--- config.mk ---
export PLATFORM = sky130hd
export DESIGN_NAME = diagnostic_status_registers
export DESIGN_NICKNAME = d
export VERILOG_FILES = /design/src/hw/diag_status_pkg.sv /design/src/hw/diagnostic_status_registers.sv
export SDC_FILE = /design/constraint.sdc
export NUM_CORES = 1
export LEC_CHECK = 0
export ABC_AREA = 1
export BUFFER_PORTS_ARGS = -buffer_cell sky130_fd_sc_hd__buf_4
export CORE_MARGIN = 3
export CORE_UTILIZATION = 44
export DETAILED_ROUTE_END_ITERATION = 8
export PLACE_DENSITY = 0.9
export SYNTH_ARGS = -nofsm -noshare
export SYNTH_HDL_FRONTEND = slang
export SYNTH_SLANG_ARGS = --single-unit
--- constraint.sdc ---
create_clock -name clk -period 1.4 [get_ports clk]
set_clock_uncertainty 0.1 [all_clocks]
set_input_delay 0.07 -clock clk [delete_from_list [all_inputs] [get_ports clk]]
set_output_delay 0.07 -clock clk [all_outputs]
set_load 0.005 [all_outputs]
--- src/hw/diag_status_pkg.sv ---
package diag_status_pkg;

  // ==========================================================
  // register addresses (4-bit frame address)
  localparam logic [3:0] ADDR_SENSOR_RELAY = 4'h3;
  localparam logic [3:0] ADDR_RESET_FAULT  = 4'h7;
  localparam logic [3:0] ADDR_OVERTEMP     = 4'hb;
  localparam logic [3:0] ADDR_IGNITION     = 4'he;
  localparam logic [3:0] ADDR_CONFIG_UPPER = 4'ha;

  // ==========================================================
  // field codes
  localparam logic [1:0] CODE_GND_FAULT  = 2'h0;
  localparam logic [1:0] CODE_OPEN_LOAD  = 2'h1;
  localparam logic [1:0] CODE_BAT_FAULT  = 2'h2;
  localparam logic [1:0] CODE_HEALTHY    = 2'h3;
  localparam logic [1:0] CODE_TRK_OVLD   = 2'h1;
  localparam logic [1:0] CODE_TRK_OVOT   = 2'h2;
  localparam logic [1:0] CODE_TRK_OK     = 2'h3;

  localparam logic [7:0] BRIDGE_GND_OFF  = 8'h01;
  localparam logic [7:0] BRIDGE_BAT_OFF  = 8'h05;
  localparam logic [7:0] BRIDGE_OL_OFF   = 8'h04;
  localparam logic [7:0] BRIDGE_OL_ON    = 8'h02;
  localparam logic [7:0] BRIDGE_OVC_ON   = 8'h03;
  localparam logic [7:0] BRIDGE_RUNNING  = 8'h07;
  localparam logic [7:0] BRIDGE_OK       = 8'hff;

  localparam logic [7:0] STICKY_RESET    = 8'h00;
  localparam logic [7:0] KEEP_ON_READ    = 8'h02;
  localparam int         OUTPUTS_DISABLED_BIT     = 1;

  // ==========================================================
  // carriers
  typedef enum logic [2:0] {
    BR_OK, BR_GND_OFF, BR_BAT_OFF, BR_OL_OFF, BR_OL_ON, BR_OVC_ON, BR_RUNNING
  } bridge_fault_t;

  typedef struct packed {
    logic       gnd;
    logic       bat;
    logic       open;
  } stage_fault_t;

  typedef struct packed {
    logic       overload;
    logic       overvolt;
    logic       overtemp;
  } track_fault_t;

  typedef struct packed {
    logic       timeout_reset;
    logic       short_undervolt_reset;
    logic       five_volt_overvoltage;
    logic       three_volt_undervoltage;
    logic       battery_overvoltage;
    logic       long_undervolt_reset;
    logic       tracking_overtemp;
    logic       stage_overtemp;
    logic       relay_overtemp;
    logic       low_regulator_overtemp;
    logic       frame_length_error;
    logic       stream_timeout_error;
    logic       main_stages_fault;
    logic       config_stages_fault;
    logic       outputs_disable_set;
  } monitor_events_t;

endpackage : diag_status_pkg

--- src/hw/diagnostic_status_registers.sv ---
// Overview of operation
// - stages 27,28 individual code: 00 ground, 01 open, 10 battery, 11 healthy
// - stages 25,26 individual code: 00 supply, 01 open, 10 ground, 11 healthy
// - upper stage register shows four 2-bit fields or one 8-bit bridge code
// - bridge codes 01,05,04,02,03,07 faults or running, ff healthy
// - key-on bit 1 above upper threshold, 0 below lower threshold
// - relay overcurrent bit 1 while driver off after overcurrent, else 0
// - bit5 flywheel diag on; bit4 fault only in fully adaptive mode
// - tracking supply 2 in bits 3:2, supply 1 in 1:0, 2-bit codes
// - tracking overload code wins over overvoltage or over-temperature
// - reset-cause top bit set after timeout reset
// - first aggregate fault bit set on faults of main stages and ignition
// - outputs-disabled flag cleared by software reset command and reset pin
// - bit7 tracking over-temperature; bit6 stage or ignition over-temperature
// - bit5 relay over-temperature; bit4 low regulator over-temperature
// - bit3 set after long 5 V undervoltage reset, else 0
// - long undervoltage event latched even when its reset is masked
// - reset-cause and overtemperature bits clear on read, except the outputs-disabled bit1 of the reset-cause register; set bit means fault since last read
// - bit1 frame length error; bit0 stream timeout
`timescale 1ns/10ps
module diagnostic_status_registers #(
  parameter int NUM_STAGES = 4
) (
  input  wire logic                              clk,
  input  wire logic                              sys_rst,
  input  wire logic                              reset_pin,
  input  wire logic                              software_reset_command,
  input  wire logic                              rd_en,
  input  wire logic [3:0]                        rd_addr,
  output      logic [7:0]                        rd_data,
  output      logic                              rd_valid,
  output      logic                              rd_hit,
  input  wire logic                              bridge_mode,
  input  wire diag_status_pkg::stage_fault_t [NUM_STAGES-1:0] stage_fault,
  input  wire diag_status_pkg::bridge_fault_t    second_bridge_fault,
  input  wire diag_status_pkg::stage_fault_t [3:0] ignition_fault,
  input  wire logic                              key_on_high,
  input  wire logic                              key_on_low,
  input  wire logic                              main_relay_overcurrent_off,
  input  wire logic                              flywheel_diag_active,
  input  wire logic                              flywheel_fully_adaptive,
  input  wire logic                              flywheel_sensor_fault,
  input  wire diag_status_pkg::track_fault_t [1:0] tracking_fault,
  input  wire diag_status_pkg::monitor_events_t  events,
  output      logic                              outputs_disabled
);

  // elaboration guard: the layout only serves four stages
  if (NUM_STAGES != 4) begin : g_bad_stages
    $error("NUM_STAGES must be 4");
  end

  // ==========================================================
  // field encoders
  function automatic logic [1:0] std_code(input diag_status_pkg::stage_fault_t f);
    if (f.gnd) std_code = diag_status_pkg::CODE_GND_FAULT;
    else if (f.open) std_code = diag_status_pkg::CODE_OPEN_LOAD;
    else if (f.bat) std_code = diag_status_pkg::CODE_BAT_FAULT;
    else std_code = diag_status_pkg::CODE_HEALTHY;
  endfunction : std_code

  function automatic logic [1:0] swap_code(input diag_status_pkg::stage_fault_t f);
    if (f.bat) swap_code = diag_status_pkg::CODE_GND_FAULT;
    else if (f.open) swap_code = diag_status_pkg::CODE_OPEN_LOAD;
    else if (f.gnd) swap_code = diag_status_pkg::CODE_BAT_FAULT;
    else swap_code = diag_status_pkg::CODE_HEALTHY;
  endfunction : swap_code

  function automatic logic [1:0] trk_code(input diag_status_pkg::track_fault_t f);
    if (f.overload) trk_code = diag_status_pkg::CODE_TRK_OVLD;
    else if (f.overvolt || f.overtemp) trk_code = diag_status_pkg::CODE_TRK_OVOT;
    else trk_code = diag_status_pkg::CODE_TRK_OK;
  endfunction : trk_code

  // ==========================================================
  // upper configurable stage register
  logic [7:0] stage_fields;
  logic [7:0] bridge_code;
  logic [7:0] config_upper;

  genvar gi;
  generate
    for (gi = 0; gi < NUM_STAGES; gi++) begin : g_stage
      if (gi >= 2) begin : g_std
        assign stage_fields[2*gi +: 2] = std_code(stage_fault[gi]);
      end else begin : g_swap
        assign stage_fields[2*gi +: 2] = swap_code(stage_fault[gi]);
      end
    end
  endgenerate

  always_comb begin
    case (second_bridge_fault)
      diag_status_pkg::BR_GND_OFF: bridge_code = diag_status_pkg::BRIDGE_GND_OFF;
      diag_status_pkg::BR_BAT_OFF: bridge_code = diag_status_pkg::BRIDGE_BAT_OFF;
      diag_status_pkg::BR_OL_OFF:  bridge_code = diag_status_pkg::BRIDGE_OL_OFF;
      diag_status_pkg::BR_OL_ON:   bridge_code = diag_status_pkg::BRIDGE_OL_ON;
      diag_status_pkg::BR_OVC_ON:  bridge_code = diag_status_pkg::BRIDGE_OVC_ON;
      diag_status_pkg::BR_RUNNING: bridge_code = diag_status_pkg::BRIDGE_RUNNING;
      default:                     bridge_code = diag_status_pkg::BRIDGE_OK;
    endcase
  end

  assign config_upper = bridge_mode ? bridge_code : stage_fields;

  // ==========================================================
  // live status registers
  logic [7:0] ignition_diag;
  logic [7:0] sensor_relay;
  logic       key_on_ff;
  logic       nxt_key_on;

  generate
    for (gi = 0; gi < 4; gi++) begin : g_ign
      assign ignition_diag[2*gi +: 2] = std_code(ignition_fault[gi]);
    end
  endgenerate

  // hysteresis: hold between thresholds
  assign nxt_key_on = key_on_high ? 1'b1 : (key_on_low ? 1'b0 : key_on_ff);

  always_ff @(posedge clk) begin
    if (sys_rst) key_on_ff <= 1'b0;
    else key_on_ff <= nxt_key_on;
  end

  assign sensor_relay = {key_on_ff,
                         main_relay_overcurrent_off,
                         flywheel_diag_active,
                         flywheel_sensor_fault & flywheel_fully_adaptive,
                         trk_code(tracking_fault[1]),
                         trk_code(tracking_fault[0])};

  // ==========================================================
  // sticky registers, set wins over read clear
  logic [7:0] reset_fault_ff;
  logic [7:0] overtemp_ff;
  logic [7:0] nxt_reset_fault;
  logic [7:0] nxt_overtemp;
  logic [7:0] reset_fault_set;
  logic [7:0] overtemp_set;
  logic       read_reset_fault;
  logic       read_overtemp;
  logic       dis_clear;
  logic [7:0] rc_after_read;

  assign read_reset_fault = rd_en && (rd_addr == diag_status_pkg::ADDR_RESET_FAULT);
  assign read_overtemp    = rd_en && (rd_addr == diag_status_pkg::ADDR_OVERTEMP);
  assign dis_clear        = software_reset_command || reset_pin;
  assign rc_after_read    = read_reset_fault ? (diag_status_pkg::KEEP_ON_READ & reset_fault_ff)
                                             : reset_fault_ff;

  assign reset_fault_set = {events.timeout_reset,
                            events.main_stages_fault,
                            events.short_undervolt_reset,
                            events.config_stages_fault,
                            events.five_volt_overvoltage,
                            events.three_volt_undervoltage,
                            events.outputs_disable_set,
                            events.battery_overvoltage};

  assign overtemp_set = {events.tracking_overtemp,
                         events.stage_overtemp,
                         events.relay_overtemp,
                         events.low_regulator_overtemp,
                         events.long_undervolt_reset,
                         1'b0,
                         events.frame_length_error,
                         events.stream_timeout_error};

  always_comb begin
    nxt_reset_fault = reset_fault_set | rc_after_read;
    if (dis_clear) nxt_reset_fault[diag_status_pkg::OUTPUTS_DISABLED_BIT] = 1'b0;
    else if (events.outputs_disable_set) nxt_reset_fault[diag_status_pkg::OUTPUTS_DISABLED_BIT] = 1'b1;
    nxt_overtemp = overtemp_set | (read_overtemp ? 8'h00 : overtemp_ff);
  end

  always_ff @(posedge clk) begin
    if (sys_rst) begin
      reset_fault_ff <= diag_status_pkg::STICKY_RESET;
      overtemp_ff    <= diag_status_pkg::STICKY_RESET;
    end else begin
      reset_fault_ff <= nxt_reset_fault;
      overtemp_ff    <= nxt_overtemp;
    end
  end

  assign outputs_disabled = reset_fault_ff[diag_status_pkg::OUTPUTS_DISABLED_BIT];

  // ==========================================================
  // read port
  logic [7:0] rd_mux;
  logic       hit;
  logic [7:0] rd_data_ff;
  logic       rd_valid_ff;

  always_comb begin
    hit = 1'b1;
    case (rd_addr)
      diag_status_pkg::ADDR_SENSOR_RELAY: rd_mux = sensor_relay;
      diag_status_pkg::ADDR_RESET_FAULT:  rd_mux = reset_fault_ff;
      diag_status_pkg::ADDR_OVERTEMP:     rd_mux = overtemp_ff;
      diag_status_pkg::ADDR_IGNITION:     rd_mux = ignition_diag;
      diag_status_pkg::ADDR_CONFIG_UPPER: rd_mux = config_upper;
      default: begin
        rd_mux = 8'h00;
        hit    = 1'b0;
      end
    endcase
  end

  always_ff @(posedge clk) begin
    if (sys_rst) begin
      rd_data_ff  <= 8'h00;
      rd_valid_ff <= 1'b0;
    end else begin
      rd_valid_ff <= rd_en;
      if (rd_en) rd_data_ff <= rd_mux;
    end
  end

  assign rd_data  = rd_data_ff;
  assign rd_valid = rd_valid_ff;
  assign rd_hit   = rd_en & hit;

  // ==========================================================
  // checks
  property p_ot_clear_on_read;
    @(posedge clk) disable iff (sys_rst)
      (read_overtemp && overtemp_set == 8'h00) |=> (overtemp_ff == 8'h00);
  endproperty
  a_ot_clear_on_read: assert property (p_ot_clear_on_read)
    else $error("overtemp register not cleared by read");

  property p_set_wins;
    @(posedge clk) disable iff (sys_rst)
      (events.timeout_reset && read_reset_fault) |=> reset_fault_ff[7];
  endproperty
  a_set_wins: assert property (p_set_wins)
    else $error("timeout reset flag lost on read");

  property p_dis_clear;
    @(posedge clk) disable iff (sys_rst)
      dis_clear |=> !outputs_disabled;
  endproperty
  a_dis_clear: assert property (p_dis_clear)
    else $error("outputs disabled not cleared");

  property p_uv_latch;
    @(posedge clk) disable iff (sys_rst)
      events.long_undervolt_reset ##1 !read_overtemp |=> overtemp_ff[3];
  endproperty
  a_uv_latch: assert property (p_uv_latch)
    else $error("long undervoltage flag not held");

  property p_flywheel_limited;
    @(posedge clk) disable iff (sys_rst)
      !flywheel_fully_adaptive |-> !sensor_relay[4];
  endproperty
  a_flywheel_limited: assert property (p_flywheel_limited)
    else $error("flywheel fault shown in limited mode");

  property p_trk_priority;
    @(posedge clk) disable iff (sys_rst)
      tracking_fault[0].overload |-> sensor_relay[1:0] == diag_status_pkg::CODE_TRK_OVLD;
  endproperty
  a_trk_priority: assert property (p_trk_priority)
    else $error("overload not preferred");

  property p_key_hold;
    @(posedge clk) disable iff (sys_rst)
      (!key_on_high && !key_on_low) |=> (key_on_ff == $past(key_on_ff));
  endproperty
  a_key_hold: assert property (p_key_hold)
    else $error("key-on status moved between thresholds");

  property p_bridge_ok;
    @(posedge clk) disable iff (sys_rst)
      (bridge_mode && second_bridge_fault == diag_status_pkg::BR_OK)
        |-> config_upper == diag_status_pkg::BRIDGE_OK;
  endproperty
  a_bridge_ok: assert property (p_bridge_ok)
    else $error("bridge healthy code wrong");

  property p_read_data;
    @(posedge clk) disable iff (sys_rst)
      (rd_en && rd_addr == diag_status_pkg::ADDR_OVERTEMP)
        |=> rd_valid && rd_data == $past(overtemp_ff);
  endproperty
  a_read_data: assert property (p_read_data)
    else $error("read data not the register before clear");

  property p_rc_set;
    @(posedge clk) disable iff (sys_rst)
      (reset_fault_set != 8'h00 && !dis_clear)
        |=> (reset_fault_ff & $past(reset_fault_set)) == $past(reset_fault_set);
  endproperty
  a_rc_set: assert property (p_rc_set)
    else $error("reset cause event not latched");

  property p_rc_hold;
    @(posedge clk) disable iff (sys_rst)
      (!read_reset_fault && !dis_clear)
        |=> (reset_fault_ff & $past(reset_fault_ff)) == $past(reset_fault_ff);
  endproperty
  a_rc_hold: assert property (p_rc_hold)
    else $error("reset cause flag lost without a read");

  property p_ot_set;
    @(posedge clk) disable iff (sys_rst)
      (overtemp_set != 8'h00)
        |=> (overtemp_ff & $past(overtemp_set)) == $past(overtemp_set);
  endproperty
  a_ot_set: assert property (p_ot_set)
    else $error("overtemp event not latched");

  property p_ot_hold;
    @(posedge clk) disable iff (sys_rst)
      !read_overtemp
        |=> (overtemp_ff & $past(overtemp_ff)) == $past(overtemp_ff);
  endproperty
  a_ot_hold: assert property (p_ot_hold)
    else $error("overtemp flag lost without a read");

  property p_dis_set;
    @(posedge clk) disable iff (sys_rst)
      (events.outputs_disable_set && !dis_clear)
        |=> outputs_disabled;
  endproperty
  a_dis_set: assert property (p_dis_set)
    else $error("outputs disabled not set");

  property p_key_high;
    @(posedge clk) disable iff (sys_rst)
      key_on_high
        |=> key_on_ff;
  endproperty
  a_key_high: assert property (p_key_high)
    else $error("key-on status not set above upper threshold");

  property p_stage28_gnd;
    @(posedge clk) disable iff (sys_rst)
      (!bridge_mode && stage_fault[3].gnd)
        |-> config_upper[7:6] == diag_status_pkg::CODE_GND_FAULT;
  endproperty
  a_stage28_gnd: assert property (p_stage28_gnd)
    else $error("upper stage ground code wrong");

  property p_stage25_bat;
    @(posedge clk) disable iff (sys_rst)
      (!bridge_mode && stage_fault[0].bat)
        |-> config_upper[1:0] == diag_status_pkg::CODE_GND_FAULT;
  endproperty
  a_stage25_bat: assert property (p_stage25_bat)
    else $error("lower stage supply code wrong");

endmodule : diagnostic_status_registers

==> impl_results.md <==
* Final HPWL DP at 3290 µm
* WL/cell at around 13 µm
* GP Congestion at between 0.8 and 0.9
* Post-synthesis adder-cell area fraction at 0%
* Most common cell after layout, fill and taps aside: buf_4
* Initial antenna violation count at 0
* Critical path required time at ~1.5 ns
* Worst-path clk slew at around 0.15 ns
* Leading cell types in the layout, fill and taps excluded: 76 x buf_4, 52 x nand2_1, 43 x nor2_1
* Slew @ Worst Pin at ~0.73 ns
* CP most frequent cell: dlygate4sd3_1
* Initial DRC count at about 110
* Slowest-stage cell, CP: dlygate4sd3_1
* CP Max Fanout at 1
* Clock buffer count from CTS at 3
* Routed WL at between 4000 and 5000 µm
* Insertion delay to the later sink of the worst-skew pair at 0.34 ns
* I/O pins at 75
* Cell Area, Synth at 0.00138 mm²
* Vias in the first global route at 1,737
* Worst hold path stage count at 4
* Pre-antenna DRT Iters at 5
* Share of cells above drive strength 1 at between 20% and 30%
* Combinational Power Share at ~28%
* Slew Limit Fails at 0
* Synth Area in Compound Gates at 17.4%
* Die height at about 62 µm
* Root Buffer: clkbuf_4
* #FFs+latches synth at 25
* Power Density at approximately 670 mW/mm²
* H-tree Lvls at 1
* Port bufs at 74
* Switch Pwr at approximately 0.00045 W
* Sw Ratio at approximately 29%
* Clock Sinks at 25
* Die X at 62.1 µm
* Pin count of the biggest net entering global routing at 19
* Max Clk Rate at about 0.75 GHz
* DRC Markers at 0
* Max-Slew Margin vs Limit at 51.3%
* CP startpoint kind: input port
* Fin crit share at between 90 and 100%
* CP peak stage delay at between 0.5 and 0.6 ns
* Setup Fix Bufs, Post-CTS at 0
* Core Region at around 0.0029 mm²
* CTS tree: done
* Reg2reg setup slack at about 0.090 ns
* Unique masters post-synth at 21
* Post-route minimum period at 1.33 ns
* Clock power share at about 22%
* P_int at between 0.001 and 0.0015 W
* Max Root-Sink Buffers at 2
* Syn nets at 287
* Max-cap violations at 0
* Post-synth top area share at a little over a third
* Final setup fails at 0
* Final Hold Vio Count at 0
* Reg-to-Reg Start: key_on_ff$_SDFFE_PP0P_
* Cell accounting for the most synthesized area: dfxtp_1
* First-pass GRT wire length at ~7000 µm
* RSZ-0062 raised after global routing: no
* CP bufs+invs at 3
* Final net count at 396
* Synth area leaders: dfxtp_1 36%, nand2_1 14%, nor2_1 12%, a21oi_1 8.0%, inv_1 6.5%
* Vias at 1,917
* Starting density of the core at between 40% and 50%
* Synth Instances at approximately 220
* Final TNS setup at 0 ns
* Crit path kind: input port to register
* Worst hold start: rd_en
* Sequential share of power at approximately 50%
* Max IR drop VDD at about 0.57 mV
* Mux cell area share after synthesis at 0%
* Endpoint of the worst register-to-register path: key_on_ff$_SDFFE_PP0P_
* Leakage at ~1.2 nW
* N_diodes at 0
* Grt ovf at 0
* Post-synthesis sequential area ratio at 36.2%
* Crit end category: register
* Ys async rst share at 0%
* Min-Delay Path Class: input port to register
* GRT Overall Usage at roughly a quarter
* Main combinational cell family by area after synthesis: simple AND/OR/NAND/NOR gates
* Row Count at 19
* Final Non-Filler Cells at approximately 370
* Top FF cell, synth: dfxtp_1
* Final Util at between 80% and 90%
* CP Cell Sequence: dlygate4sd3_1, buf_4, a21oi_1, dlygate4sd3_1, nor2_1
* Detail Route Antenna Nets at 0
* Synth Area in Simple Gates at a little under two fifths
* Synth Area per Inst at 6.20 µm²
* Critical path's top delay family: buffers and inverters
* Arrival time at the worst endpoint at ~1.5 ns
* Post-synth EDFFs at 0
* Vias per cell at between 5 and 6
* Area grow syn2layout at 69.4%
* Synthesis warning total at 0
* Placed insts at roughly 340
* Hold Path Sink: rd_data[1]$_SDFFE_PP0P_
* Die area at roughly 0.0039 mm²
* Status: finished, final reports clean
* Xor/xnor share of the synthesized area at 0%
* Reg2Reg Depth at 3
-- power groups by stage --
stage               combinational [W]  sequential, W  clock, W
global placement             0.000338       0.000793         0
finish                       0.000433       0.000780  0.000346
CTS                          0.000412       0.000779  0.000343
floorplan                    0.000142       0.000788         0
detailed placement           0.000343       0.000795         0
global route                 0.000476       0.000784  0.000367
-- tightest hold or removal path, stage by stage --
cell and delay, ns:
buf_4 0.13, o21ai_1 0.08, nor2_1 0.09, nor2_1 0.05
-- kinds of logic (layout without fill, tap and decap cells) --
group / Yosys count / after routing
AND/OR/NAND/NOR: 125 / 125
AO/OA/AOI/OAI: 45 / 45
buffers and inverters: 28 / 136
flip-flops: 25 / 25
-- what timing repair did --
action / in CTS / in global routing
hold buffers: 29 / 3
setup endpoints to repair: 0 / 5
resized for setup: 0 / 5
hold endpoints to repair: 23 / 1
-- through the flow --
step                instance area (µm²)  hold WS [ns]  power (W)  setup WS (ns)
global route                       2340        0.0648    0.00163        0.00426
detailed placement                 1980         0.140    0.00114         0.0849
finish                             2340       0.00943    0.00156         0.0749
global placement                   1980         0.134    0.00113          0.104
CTS                                2300        0.0134    0.00153         0.0210
floorplan                          1380        0.0324   0.000930          0.379
-- how the worst max path moves through the flow --
stage / cells after the start / slack [ns] / end / startpoint
floorplan: 8 / 0.38 / rd_data[5]$_SDFFE_PP0P_ / rd_addr[0]
global placement: 9 / 0.10 / rd_data[5]$_SDFFE_PP0P_ / rd_addr[0]
detailed placement: 9 / 0.08 / rd_data[5]$_SDFFE_PP0P_ / rd_addr[0]
CTS: 4 / 0.02 / reset_fault_ff[1]$_SDFF_PP0_ / reset_pin
global route: 5 / 0.004 / overtemp_ff[5]$_SDFF_PP0_ / events[6]
finish: 5 / 0.07 / key_on_ff$_SDFFE_PP0P_ / key_on_high
-- flip-flops by register name (all words and copies together), names as in the netlist --
register,cells
rd_data,8
rd_valid,1
reset_fault_ff,8
key_on_ff,1
overtemp_ff,7
-- Yosys cell counts (all sizes together), types with 2 or more instances --
master / instances
nor2: 45
inv: 24
nand3: 16
a21oi: 24
o21ai: 17
dfxtp: 25
a31oi: 2
nand2: 55
clkbuf: 3
nor3: 5
-- metal layers --
| layer | vias up | global-route usage (%) | share of wire [%] |
|---|---|---|---|
| met5 | - | 0 | 0 |
| met1 | 846 | 29.8 | 37 |
| li1 | 938 | - | - |
| met2 | 115 | 44.2 | 47 |
| met4 | 0 | 7.58 | 2.5 |
| met3 | 18 | 5.37 | 13 |
-- area by class of cell --
cell class                      count  area, µm²
Clock buffer                        3       22.5
Tap cell                           42       52.6
Fill cell                         196        534
Inverter                           25       97.6
Multi-Input combinational cell    170        781
Timing Repair Buffer              107        881
Sequential cell                    25        500
Clock inverter                      1       7.51
No activity file was read; power rests on OpenSTA's default activity.
